==> src/verilog/bdirq_defs.svh <==
// Offsets, field positions, reset values and jumper defaults of the done/request block.
// Assumes a word-wide register port with byte offsets.
`ifndef BDIRQ_DEFS_SVH
`define BDIRQ_DEFS_SVH
// ==========================================================
// Register offsets
`define BDIRQ_TXCSR   8'h00
`define BDIRQ_RXCSR   8'h04
`define BDIRQ_ERRCSR  8'h08
// ==========================================================
// Control/status field positions
`define BDIRQ_RUN     0
`define BDIRQ_DONEIE  1
`define BDIRQ_AUXIE   2
`define BDIRQ_SEL     3
`define BDIRQ_FIRST   6
`define BDIRQ_SECOND  7
`define BDIRQ_CHARM   13
`define BDIRQ_MODIE   14
`define BDIRQ_MODCHG  15
`define BDIRQ_ERRSUM  15
// ==========================================================
// Reset values and vector base
`define BDIRQ_VEC_BASE 9'h000
`define BDIRQ_JUMPER   1'b0
`endif

==> src/verilog/bdirq_pkg.sv <==
// Types shared by the done sections and the request top.
// Assumes nothing beyond a single clock domain.
package bdirq_pkg;
  // Sequence-decoder requests for one direction
  typedef struct packed {
    logic setFirst;
    logic setSecond;
    logic clearRun;
  } bdirq_seq_t;

  // Four outputs of a done section
  typedef struct packed {
    logic clearRun;
    logic setFirst;
    logic setSecond;
    logic bufferSelect;
  } bdirq_done_t;

  // Bus request sequencer
  typedef enum logic [1:0] {BI_IDLE, BI_YIELD, BI_ACQUIRE, BI_MASTER} bdirq_bus_t;
endpackage : bdirq_pkg

==> src/verilog/bdirq_done.sv <==
// One completion section: buffer select, done set pulses and run clear.
// Assumes strobe and advance pulses are single-cycle and never coincide.
module bdirq_done
  import bdirq_pkg::*;
(
  // Clock and reset
  input  wire logic        clk,
  input  wire logic        reset_n,
  // Counter path
  input  wire logic        countCheckStrobe,
  input  wire logic        countAdvancePulse,
  input  wire logic        countOverflow,
  // Sequence path
  input  wire bdirq_seq_t  seqReq,
  // Section outputs
  output bdirq_done_t      doneOut
);
  typedef struct packed {
    logic        wrapped;
    bdirq_done_t out;
  } bdirq_dstate_t;

  bdirq_dstate_t s_q;
  bdirq_dstate_t s_d;

  // ==========================================================
  // Next state
  always_comb begin
    s_d = s_q;
    s_d.out.setFirst  = seqReq.setFirst;
    s_d.out.setSecond = seqReq.setSecond;
    s_d.out.clearRun  = seqReq.clearRun;
    if (countCheckStrobe) begin
      s_d.out.bufferSelect = ~s_q.out.bufferSelect;
      s_d.wrapped          = s_q.out.bufferSelect;
    end
    if (countAdvancePulse) begin
      // Primary-only use never reports done; only a real switch does
      if (s_q.out.bufferSelect) s_d.out.setFirst = 1'b1;
      else if (s_q.wrapped) s_d.out.setSecond = 1'b1;
      if (countOverflow) s_d.out.clearRun = 1'b1;
    end
  end

  // Registered copy, so every output is a flop
  always_ff @(posedge clk or negedge reset_n) begin
    if (!reset_n) s_q <= '0;
    else s_q <= s_d;
  end

  assign doneOut = s_q.out;
endmodule : bdirq_done

==> src/verilog/bdirq_top.sv <==
// Done control and interrupt request/vector logic of a DMA line interface.
// Assumes a register port with read data one cycle after the strobe,
// bus handshake inputs already synchronous to clk.
`include "bdirq_defs.svh"
module bdirq_top
  import bdirq_pkg::*;
#(
  parameter logic [8:0] VECTOR_BASE = `BDIRQ_VEC_BASE,
  parameter logic       JUMPER_A    = `BDIRQ_JUMPER,
  parameter logic       JUMPER_B    = `BDIRQ_JUMPER
) (
  // Clock and reset
  input  wire logic        clk,
  input  wire logic        reset_n,
  // Register port
  input  wire logic [7:0]  regAddr,
  input  wire logic [15:0] regWdata,
  input  wire logic        regWr,
  input  wire logic        regRd,
  output logic      [15:0] regRdata,
  // Transmit count path
  input  wire logic        txCountCheckStrobe,
  input  wire logic        txCountAdvancePulse,
  input  wire bdirq_seq_t  txSeq,
  // Receive count path
  input  wire logic        rxCountCheckStrobe,
  input  wire logic        rxCountAdvancePulse,
  input  wire bdirq_seq_t  rxSeq,
  input  wire logic        countOverflow,
  // Buffer selects to the count/address addressing logic
  output logic             txBufferSelect,
  output logic             rxBufferSelect,
  // Event sources
  input  wire logic [7:0]  errorEvents,
  input  wire logic [2:0]  fixedCharMatch,
  input  wire logic        progCharMatch,
  input  wire logic        ringIndicator,
  input  wire logic        carrierDetect,
  input  wire logic        clearToSend,
  input  wire logic        userOptionA,
  input  wire logic        userOptionB,
  // Request lines
  output logic             txErrorIrqReq,
  output logic             rxMatchIrqReq,
  output logic             modemStatusIrqReq,
  // DMA bus master
  input  wire logic        dmaGrant,
  output logic             dmaRequest,
  output logic             dmaCycleStart,
  // Interrupt bus handshake
  input  wire logic        grantIn,
  input  wire logic        busBusy,
  input  wire logic        slaveAck,
  output logic             grantOut,
  output logic             busRequest,
  output logic             sysAck,
  output logic             busMaster,
  output logic             intrOut,
  output logic [8:0]       intrVector
);
  typedef struct packed {
    logic        txRun, txDoneIe, txErrIe, txModIe, txFirst, txSecond, modemChange;
    logic        rxRun, rxDoneIe, rxCharIe, rxFirst, rxSecond, charMatch;
    logic [7:0]  errFlags;
    logic        errSum;
    logic [2:0]  modemPrev;
    logic        dmaGrantPrev, grantPrev;
    logic        txReq, rxReq, dsReq;
    logic        dmaReq, dmaStart;
    bdirq_bus_t  bus;
    logic        grantOut, busRequest, sack, master, intr, vecBit2;
    logic        srvTx, srvRx;
    logic [8:0]  vector;
    logic [15:0] rdata;
  } bdirq_state_t;

  bdirq_state_t s_q;
  bdirq_state_t s_d;
  bdirq_done_t  txDone;
  bdirq_done_t  rxDone;

  // ==========================================================
  // Completion sections
  bdirq_done u_txDone (
    .clk               (clk),
    .reset_n           (reset_n),
    .countCheckStrobe  (txCountCheckStrobe),
    .countAdvancePulse (txCountAdvancePulse),
    .countOverflow     (countOverflow),
    .seqReq            (txSeq),
    .doneOut           (txDone)
  );

  bdirq_done u_rxDone (
    .clk               (clk),
    .reset_n           (reset_n),
    .countCheckStrobe  (rxCountCheckStrobe),
    .countAdvancePulse (rxCountAdvancePulse),
    .countOverflow     (countOverflow),
    .seqReq            (rxSeq),
    .doneOut           (rxDone)
  );

  // Write-one-to-clear mask for one flag: only a write to this offset counts
  function automatic logic w1c(input logic [7:0] off, input int bitPos);
    return regWr && regAddr == off && regWdata[bitPos];
  endfunction : w1c

  // ==========================================================
  // Next state
  logic [2:0] modemNow;
  logic       intrA;
  logic       intrB;
  logic       anyReq;

  always_comb begin
    s_d      = s_q;
    modemNow = {ringIndicator, carrierDetect, clearToSend};
    // Flags: clear by software first, so a set in the same cycle wins
    if (w1c(`BDIRQ_TXCSR, `BDIRQ_FIRST))  s_d.txFirst     = 1'b0;
    if (w1c(`BDIRQ_TXCSR, `BDIRQ_SECOND)) s_d.txSecond    = 1'b0;
    if (w1c(`BDIRQ_TXCSR, `BDIRQ_MODCHG)) s_d.modemChange = 1'b0;
    if (w1c(`BDIRQ_RXCSR, `BDIRQ_FIRST))  s_d.rxFirst     = 1'b0;
    if (w1c(`BDIRQ_RXCSR, `BDIRQ_SECOND)) s_d.rxSecond    = 1'b0;
    if (w1c(`BDIRQ_RXCSR, `BDIRQ_CHARM))  s_d.charMatch   = 1'b0;
    if (w1c(`BDIRQ_ERRCSR, `BDIRQ_ERRSUM)) s_d.errSum     = 1'b0;
    if (regWr && regAddr == `BDIRQ_ERRCSR) s_d.errFlags = s_q.errFlags & ~regWdata[7:0];
    // Control bits
    if (regWr && regAddr == `BDIRQ_TXCSR) begin
      s_d.txRun    = regWdata[`BDIRQ_RUN];
      s_d.txDoneIe = regWdata[`BDIRQ_DONEIE];
      s_d.txErrIe  = regWdata[`BDIRQ_AUXIE];
      s_d.txModIe  = regWdata[`BDIRQ_MODIE];
    end
    if (regWr && regAddr == `BDIRQ_RXCSR) begin
      s_d.rxRun    = regWdata[`BDIRQ_RUN];
      s_d.rxDoneIe = regWdata[`BDIRQ_DONEIE];
      s_d.rxCharIe = regWdata[`BDIRQ_AUXIE];
    end
    // Hardware stop beats a software start in the same cycle
    if (txDone.clearRun) s_d.txRun = 1'b0;
    if (rxDone.clearRun) s_d.rxRun = 1'b0;
    if (txDone.setFirst)  s_d.txFirst  = 1'b1;
    if (txDone.setSecond) s_d.txSecond = 1'b1;
    if (rxDone.setFirst)  s_d.rxFirst  = 1'b1;
    if (rxDone.setSecond) s_d.rxSecond = 1'b1;
    // Error flags and their summary
    s_d.errFlags = s_d.errFlags | errorEvents;
    if (|(errorEvents & ~s_q.errFlags)) s_d.errSum = 1'b1;
    if (|fixedCharMatch || progCharMatch) s_d.charMatch = 1'b1;
    s_d.modemPrev = modemNow;
    if (modemNow != s_q.modemPrev) s_d.modemChange = 1'b1;
    // Three request lines, registered
    s_d.txReq = (s_q.txDoneIe && (s_q.txFirst || s_q.txSecond))
              || (s_q.txErrIe && s_q.errSum);
    s_d.rxReq = (s_q.rxDoneIe && (s_q.rxFirst || s_q.rxSecond))
              || (s_q.rxCharIe && s_q.charMatch);
    s_d.dsReq = s_q.modemChange || (JUMPER_A && userOptionA)
              || (JUMPER_B && userOptionB);
    // DMA: one cycle per grant edge
    s_d.dmaGrantPrev = dmaGrant;
    s_d.dmaReq       = s_q.txRun || s_q.rxRun;
    s_d.dmaStart     = dmaGrant && !s_q.dmaGrantPrev && s_q.dmaReq;
    // Served latches fall once their source drops
    if (!s_q.rxReq) s_d.srvRx = 1'b0;
    if (!(s_q.txReq || s_q.dsReq)) s_d.srvTx = 1'b0;
    intrB  = s_q.rxReq && !s_q.srvRx;
    intrA  = (s_q.txReq || s_q.dsReq) && !s_q.srvTx;
    anyReq = intrA || intrB;
    // ==========================================================
    // Bus request sequencer
    s_d.grantPrev = grantIn;
    unique case (s_q.bus)
      BI_IDLE: begin
        s_d.busRequest = anyReq;
        s_d.grantOut   = grantIn && !anyReq;
        if (grantIn && !s_q.grantPrev && anyReq) begin
          s_d.grantOut = 1'b0;
          s_d.sack     = 1'b1;
          if (s_q.dmaReq) begin
            s_d.bus = BI_YIELD;
          end else begin
            s_d.busRequest = 1'b0;
            s_d.vecBit2    = !intrB;
            s_d.bus        = BI_ACQUIRE;
          end
        end
      end
      BI_YIELD: begin
        s_d.grantOut = 1'b0;
        if (!busBusy) begin
          s_d.sack = 1'b0;
          s_d.bus  = BI_IDLE;
        end
      end
      BI_ACQUIRE: begin
        s_d.grantOut = 1'b0;
        if (!busBusy) begin
          s_d.sack   = 1'b0;
          s_d.master = 1'b1;
          s_d.intr   = 1'b1;
          s_d.vector = VECTOR_BASE | {6'h00, s_q.vecBit2, 2'h0};
          s_d.bus    = BI_MASTER;
        end
      end
      BI_MASTER: begin
        s_d.grantOut = 1'b0;
        if (slaveAck) begin
          s_d.master = 1'b0;
          s_d.intr   = 1'b0;
          s_d.vector = 9'h000;
          if (s_q.vecBit2) s_d.srvTx = 1'b1;
          else s_d.srvRx = 1'b1;
          s_d.bus = BI_IDLE;
        end
      end
    endcase
    // Read data, one cycle after the strobe; unmapped reads give zero
    s_d.rdata = 16'h0000;
    if (regRd) begin
      unique case (regAddr)
        `BDIRQ_TXCSR: begin
          s_d.rdata[`BDIRQ_RUN]    = s_q.txRun;
          s_d.rdata[`BDIRQ_DONEIE] = s_q.txDoneIe;
          s_d.rdata[`BDIRQ_AUXIE]  = s_q.txErrIe;
          s_d.rdata[`BDIRQ_SEL]    = txDone.bufferSelect;
          s_d.rdata[`BDIRQ_FIRST]  = s_q.txFirst;
          s_d.rdata[`BDIRQ_SECOND] = s_q.txSecond;
          s_d.rdata[`BDIRQ_MODIE]  = s_q.txModIe;
          s_d.rdata[`BDIRQ_MODCHG] = s_q.modemChange;
        end
        `BDIRQ_RXCSR: begin
          s_d.rdata[`BDIRQ_RUN]    = s_q.rxRun;
          s_d.rdata[`BDIRQ_DONEIE] = s_q.rxDoneIe;
          s_d.rdata[`BDIRQ_AUXIE]  = s_q.rxCharIe;
          s_d.rdata[`BDIRQ_SEL]    = rxDone.bufferSelect;
          s_d.rdata[`BDIRQ_FIRST]  = s_q.rxFirst;
          s_d.rdata[`BDIRQ_SECOND] = s_q.rxSecond;
          s_d.rdata[`BDIRQ_CHARM]  = s_q.charMatch;
        end
        `BDIRQ_ERRCSR: begin
          s_d.rdata[7:0]           = s_q.errFlags;
          s_d.rdata[`BDIRQ_ERRSUM] = s_q.errSum;
        end
        default: s_d.rdata = 16'h0000;
      endcase
    end
  end

  // ==========================================================
  // State register
  always_ff @(posedge clk or negedge reset_n) begin
    if (!reset_n) s_q <= '0;
    else s_q <= s_d;
  end

  // Outputs straight from flops
  assign regRdata          = s_q.rdata;
  assign txBufferSelect    = txDone.bufferSelect;
  assign rxBufferSelect    = rxDone.bufferSelect;
  assign txErrorIrqReq     = s_q.txReq;
  assign rxMatchIrqReq     = s_q.rxReq;
  assign modemStatusIrqReq = s_q.dsReq;
  assign dmaRequest        = s_q.dmaReq;
  assign dmaCycleStart     = s_q.dmaStart;
  assign grantOut          = s_q.grantOut;
  assign busRequest        = s_q.busRequest;
  assign sysAck            = s_q.sack;
  assign busMaster         = s_q.master;
  assign intrOut           = s_q.intr;
  assign intrVector        = s_q.vector;
endmodule : bdirq_top

==> config.mk <==
export PLATFORM = sky130hd
export DESIGN_NAME = bdirq_top
export DESIGN_NICKNAME = d
export VERILOG_FILES = /design/src/verilog/bdirq_pkg.sv /design/src/verilog/bdirq_done.sv /design/src/verilog/bdirq_top.sv
export VERILOG_INCLUDE_DIRS = /design/src /design/src/verilog
export SDC_FILE = /design/constraint.sdc
export NUM_CORES = 1
export LEC_CHECK = 0
export BUFFER_PORTS_ARGS = -buffer_cell sky130_fd_sc_hd__buf_2
export CAP_MARGIN = 20
export CORE_ASPECT_RATIO = 1.25
export CORE_MARGIN = 2
export CORE_UTILIZATION = 45
export CTS_BUF_LIST = sky130_fd_sc_hd__clkbuf_8 sky130_fd_sc_hd__clkbuf_16
export CTS_CLUSTER_SIZE = 14
export DETAILED_ROUTE_END_ITERATION = 10
export HOLD_SLACK_MARGIN = 0.08
export PLACE_DENSITY = 0.76
export SYNTH_ARGS = -nofsm -noshare
export SYNTH_HDL_FRONTEND = slang
export SYNTH_SLANG_ARGS = --single-unit
export TNS_END_PERCENT = 20
==> constraint.sdc <==
create_clock -name clk -period 2.52 [get_ports clk]
set_clock_uncertainty 0.1 [all_clocks]
set_input_delay 0.504 -clock clk [delete_from_list [all_inputs] [get_ports clk]]
set_output_delay 0.504 -clock clk [all_outputs]
set_load 0.01 [all_outputs]
## After elaboration in Yosys (flattened, before gate mapping)

Cells that the tools add are included.

- Bits in registers: 77
- Word-level logic and storage cells: 171

- Bitwise logic cells: 8
- Equal/unequal tests: 10
- Reductions and logical operators: 54
- Mux-type cells: 55

Operator list:

| operator | count |
|---|---|
| two-way mux 1 bit | 32 |
| logical AND 1 bit | 21 |
| nonzero test 2 bit | 10 |
| one-hot mux 9 bit (2 select lines) | 1 |
| bitwise AND 8 bit | 2 |
| two-way mux 16 bit | 1 |
| inverter 8 bit | 2 |
| two-way mux 2 bit | 6 |
| two-way mux 3 bit | 4 |
| one-hot mux 3 bit (4 select lines) | 1 |
| one-hot mux 4 bit (3 select lines) | 1 |
| two-way mux 11 bit | 1 |
| two-way mux 9 bit | 1 |
| equality test 8 x 3 -> 1 bit (second input constant) | 1 |
| equality test 8 x 4 -> 1 bit (second input constant) | 1 |
| zero test 8 bit | 1 |
| logical OR 1 bit | 8 |
| two-way mux 8 bit | 1 |
| inequality test 2 bit (second input constant) | 4 |
| bitwise OR 8 bit | 1 |
| AND reduction 4 bit | 2 |
| OR reduction 8 bit | 1 |
| zero test 1 bit | 6 |
| one-hot mux 2 bit (3 select lines) | 1 |
| 13 further kinds | 17 |

## Longest topological paths before layout

- Depth in word-level cells: 7
- Gate-level depth with buffers: 6

## Hierarchy

A second synthesis with hierarchy kept.

- Cells, all modules: 276
- Area total of the unflattened synthesis: 2,971.6 um2

Modules (own cells, without submodules):

| module | cells each | sequential area each (um2) | times used | area an instance (um2) |
|---|---|---|---|---|
| bdirq_top | 246 | 1,326.3 | 1 | 2,561.2 |
| bdirq_done | 15 | 125.1 | 2 | 205.2 |

## Worst setup path before layout

Ideal clock, no wire load.

- Path kind: input port to flip-flop
- Start: input regAddr[7]
- End: register s_q (netlist bit s_d[37])
- Data required time: 2,281 ps
- Arrival time: 1,564 ps
- Stages: 5
- Buffers on the path: 1
- Setup time: 139 ps
- Slack: 717 ps
- Path through: nor4_4 and4_1 buf_4 a21boi_1 or4_1

- Word-level cells in the longest chain between the ends: 4

Ends and longest elaborated chain:

| what | RTL line | text |
|---|---|---|
| start: declaration | bdirq_top.sv:16 | `input wire logic [7:0] regAddr,` |
| zero test 8 bit | bdirq_top.sv:106 | `return regWr && regAddr == off && regWdata[bitPos];` |
| logical AND 1 bit (2 in a row) | bdirq_top.sv:106 |  |
| nonzero test 2 bit (no source line) | n/a |  |
| end signal: assignment | bdirq_top.sv:253 | `if (!reset_n) s_q <= '0;` |
| end signal: assignment | bdirq_top.sv:254 | `else s_q <= s_d;` |
| end: declaration | bdirq_top.sv:77 | `bdirq_state_t s_q;` |

Every way passes these cells.
A chain may end at the register's enable or synchronous reset.

## Worst setup path after layout

- Start: register s_q[33] (netlist name)
- End: register s_q[33] (netlist name)

- Word-level cells in the longest chain between the ends: 3
- Elaborated cells on any way between the ends: 10
- Those cells by class: 7 x eq/ne; 1 x mux; 2 x reduce/logical

Ends and longest elaborated chain:

| what | RTL line | text |
|---|---|---|
| equality test 2 bit (tied with other cells) | bdirq_top.sv:173 | `unique case (s_q.bus)` |
| inequality test 2 bit (no source line) | n/a |  |
| AND reduction 4 bit (no source line) | n/a |  |

Several ways; a longest one is shown, not always the timed one.

==> reports/metrics.cfg <==
[timing]
setup_tns_ns=0
finalSetupViolations=0
rsz0062_at_grt=no
period_share=0.7826
fmax_mhz=507.1
period_needed_ns=1.972
hold_viol_final=0
maxSlewViolCount=0

[power]
pwr-share-comb=0.206
leakage_nw=1.720
power_frac_seq=0.455
p_switching_uw=740.0
internal_power_mw=1.901
pwr-share-clk=0.338
p_sw_frac=0.2802
power_density_nw_per_um2=764.5
peakVddDrop_uv=468.9

[grt]
grt_pass1_wl_mm=9.473
overflow=0
antenna_found_initial=0
grt_usage=0.1857
grt_max_degree=33
grt_pass1_vias=2013

[floorplanning]
design.core.area_um2=6166
pin_count=97
die_w_um=75.59
dieArea_um2=7067
die_height_um=93.49
num_rows=32
start_util=0.4675

[finish]
drive_gt1_frac=0.3149
n_fill_cell=557
antennaDiodeCount=0
syn2layout_area_growth_pct=19.83
final_util=0.5603
nets=403
finish.instance_area_um2=3455

[yosys]
ys.warnings.count=0
synth_cell_types=40
synth-seq-cells=63
seq_area_frac_synth=0.5469
ys_top_cells_by_area=dfrtp_1 (55%), buf_4 (7.3%), a21o_1 (4.7%)
synthCells=265
synth.largest_area_cell=dfrtp_1
syn-cell-area_um2=2883
synth_area_per_cell_um2=10.88
synth_top_area_share=0.5469

[min_path]
holdCritPathClass=input pin to flop
holdPathStages=1
min_from=dmaGrant
min_to=s_q[41]

[cts]
cts_max_path_buffers=2
clk_pin_slew_ns=0.07
cts_tree=built
cts_made_buffers=9
post_cts_buffers=0
clk_latency_ns=0.33
cts_root_buffer=clkbuf_8
cts.htree.levels=3
cts.sinks=63

[worst_setup_path]
path_buf_inv=1
critPathSlowestCell=a211oi_1
worstSetupEndpointType=flop
cp_cell_sequence=inv_1 > ha_1 > o21a_1 > a211oi_1 > mux2_2
reg2reg_setup_slack_ns=0.55
r2r-start=s_q[33]
cp_max_fo=6
critPathMaxStageDelay_ns=0.41
cp.required_ns=2.64
path_class=flop to flop
ff2ff_path_depth=5
critPathLaunchType=flop
arrival_ns=2.09
cp_top_family=compound AO/OA/AOI/OAI gates
r2r-end=s_q[33]

[run_status]
status=completed

[detailed_routing]
wl_per_cell_um=13.91
routed_wl_mm=5.953
first_pass_iters=4
ant_nets=0
drtIter0Drc=129
vias=2096
drt-vias-per-instance=4.897
drcViolationCount=0

[placed_design]
gp_congestion=0.8761
portBuffers=76
hpwl_mm=4.558
placed_area_um2=3236

[flow_run]
cap_violations=0

## worst max-delay path by stage
| stage | startpoint | to | slack (ns) | cells after the start |
|---|---|---|---|---|
| CTS | s_q[33] | s_q[33] | 0.53 | 5 |
| global placement | regAddr[7] | s_q[65] | 0.51 | 5 |
| global route | s_q[33] | s_q[33] | 0.40 | 5 |
| floorplan | regAddr[7] | s_d[37] | 0.72 | 5 |
| detailed placement | regAddr[7] | s_d[37] | 0.46 | 5 |
| finish | s_q[33] | s_q[33] | 0.55 | 5 |
## Yosys cell counts (all sizes together)
cell type and instances:
dfrtp 63, and3 3, o221ai 1, clkbuf 2, o21bai 2, a21o 18, nand2 28, a21boi 1
or2 2, nor3 2, conb 1, and3b 2, inv 15, o311ai 1, nor2b 5, a211oi 1
o21ba 1, nand3 4, and4 2, o22ai 3, nor2 20, o21a 2, buf 29, a31oi 1
xor2 5, mux2 8, nor4 1, o31a 1, a2111o 1, nand3b 1, o21ai 9, or4 3
and2b 1, ha 5, mux2i 10, a2bb2oi 1, a21oi 9, nor4b 1
## timing repair
item                      CTS  global route
hold buffers                1             0
gates resized for setup     0             0
hold endpoints to repair   17             0
## worst register-to-register path, cell delays in order (launching register included)
cell,delay [ns]
dfrtp_1,0.39
inv_1,0.10
ha_1,0.27
o21a_1,0.21
a211oi_1,0.41
mux2_2,0.38
## flip-flops by register name, indices dropped and copies added (netlist names), 4 cells and up
register          flops
s_q                  31
regRdata             11
u_rxDone.doneOut      4
u_txDone.doneOut      4
## logic make-up (layout without fill, tap and decap cells)
kind of cell | Yosys count | in the layout | synth area share
buf+inv | 46 | 112 | 0.09635
compound gates | 52 | 52 | 0.1220
mux | 18 | 18 | 0.06597
xor+xnor | 5 | 5 | 0.01519
flops | 63 | 63 | 0.5469
simple gates | 75 | 75 | 0.1306
other cells | 1 | 13 | 0.001301
fa+ha+maj | 5 | 5 | 0.02170
## cells in the final DEF, fill, tap and decap left out, types with 3 or more instances in the layout
master and instances:
mux2_2 8, o21ai_0 8, conb_1 13, buf_4 3, dfrtp_1 63, nor2b_1 5
inv_1 16, buf_2 76, clkbuf_8 12, a21o_1 18, xor2_1 5, nor2_1 20
or4_1 3, mux2i_1 10, nand2_1 28, nand3_1 4, o22ai_1 3, a21oi_1 9
and3_1 3, ha_1 5
## power groups by stage
stage	logic, mW	clock network (mW)	registers (mW)
2_1_floorplan	0.358	0	1.22
3_3_place_gp	0.519	0	1.21
3_5_place_dp	0.543	0	1.22
4_1_cts	0.550	0.920	1.20
5_1_grt	0.620	0.967	1.22
6_report	0.544	0.894	1.20
## final cells by class
cell class                 count  area [µm²]  area share
clock buffer                  12       165.2     0.04781
clock inverter                 4       43.79     0.01268
inverter                      15       56.30     0.01630
multi-input combinational    168        1074      0.3108
sequential                    63        1577      0.4564
tap                           85       106.4     0.03079
timing repair buffer          81       432.9      0.1253
## metal layers
metal  track usage  part of all wire  vias up
met1        0.2337              0.41     1004
li1              -                 -     1008
met4       0.09064             0.019        0
met3       0.04849             0.066       10
met5             0                 0        -
met2        0.2920              0.51       74
## metrics by stage
step	total power, mW	cells	setup WS (ns)	hold WS, ns
floorplan	1.580	277	0.7170	0.1084
global placement	1.733	411	0.5141	0.2803
detailed placement	1.767	411	0.4563	0.2792
CTS	2.674	428	0.5308	0.1748
global route	2.807	428	0.3996	0.1785
finish	2.641	428	0.5479	0.1966
Note: power is estimated with default switching activity, not from simulation.
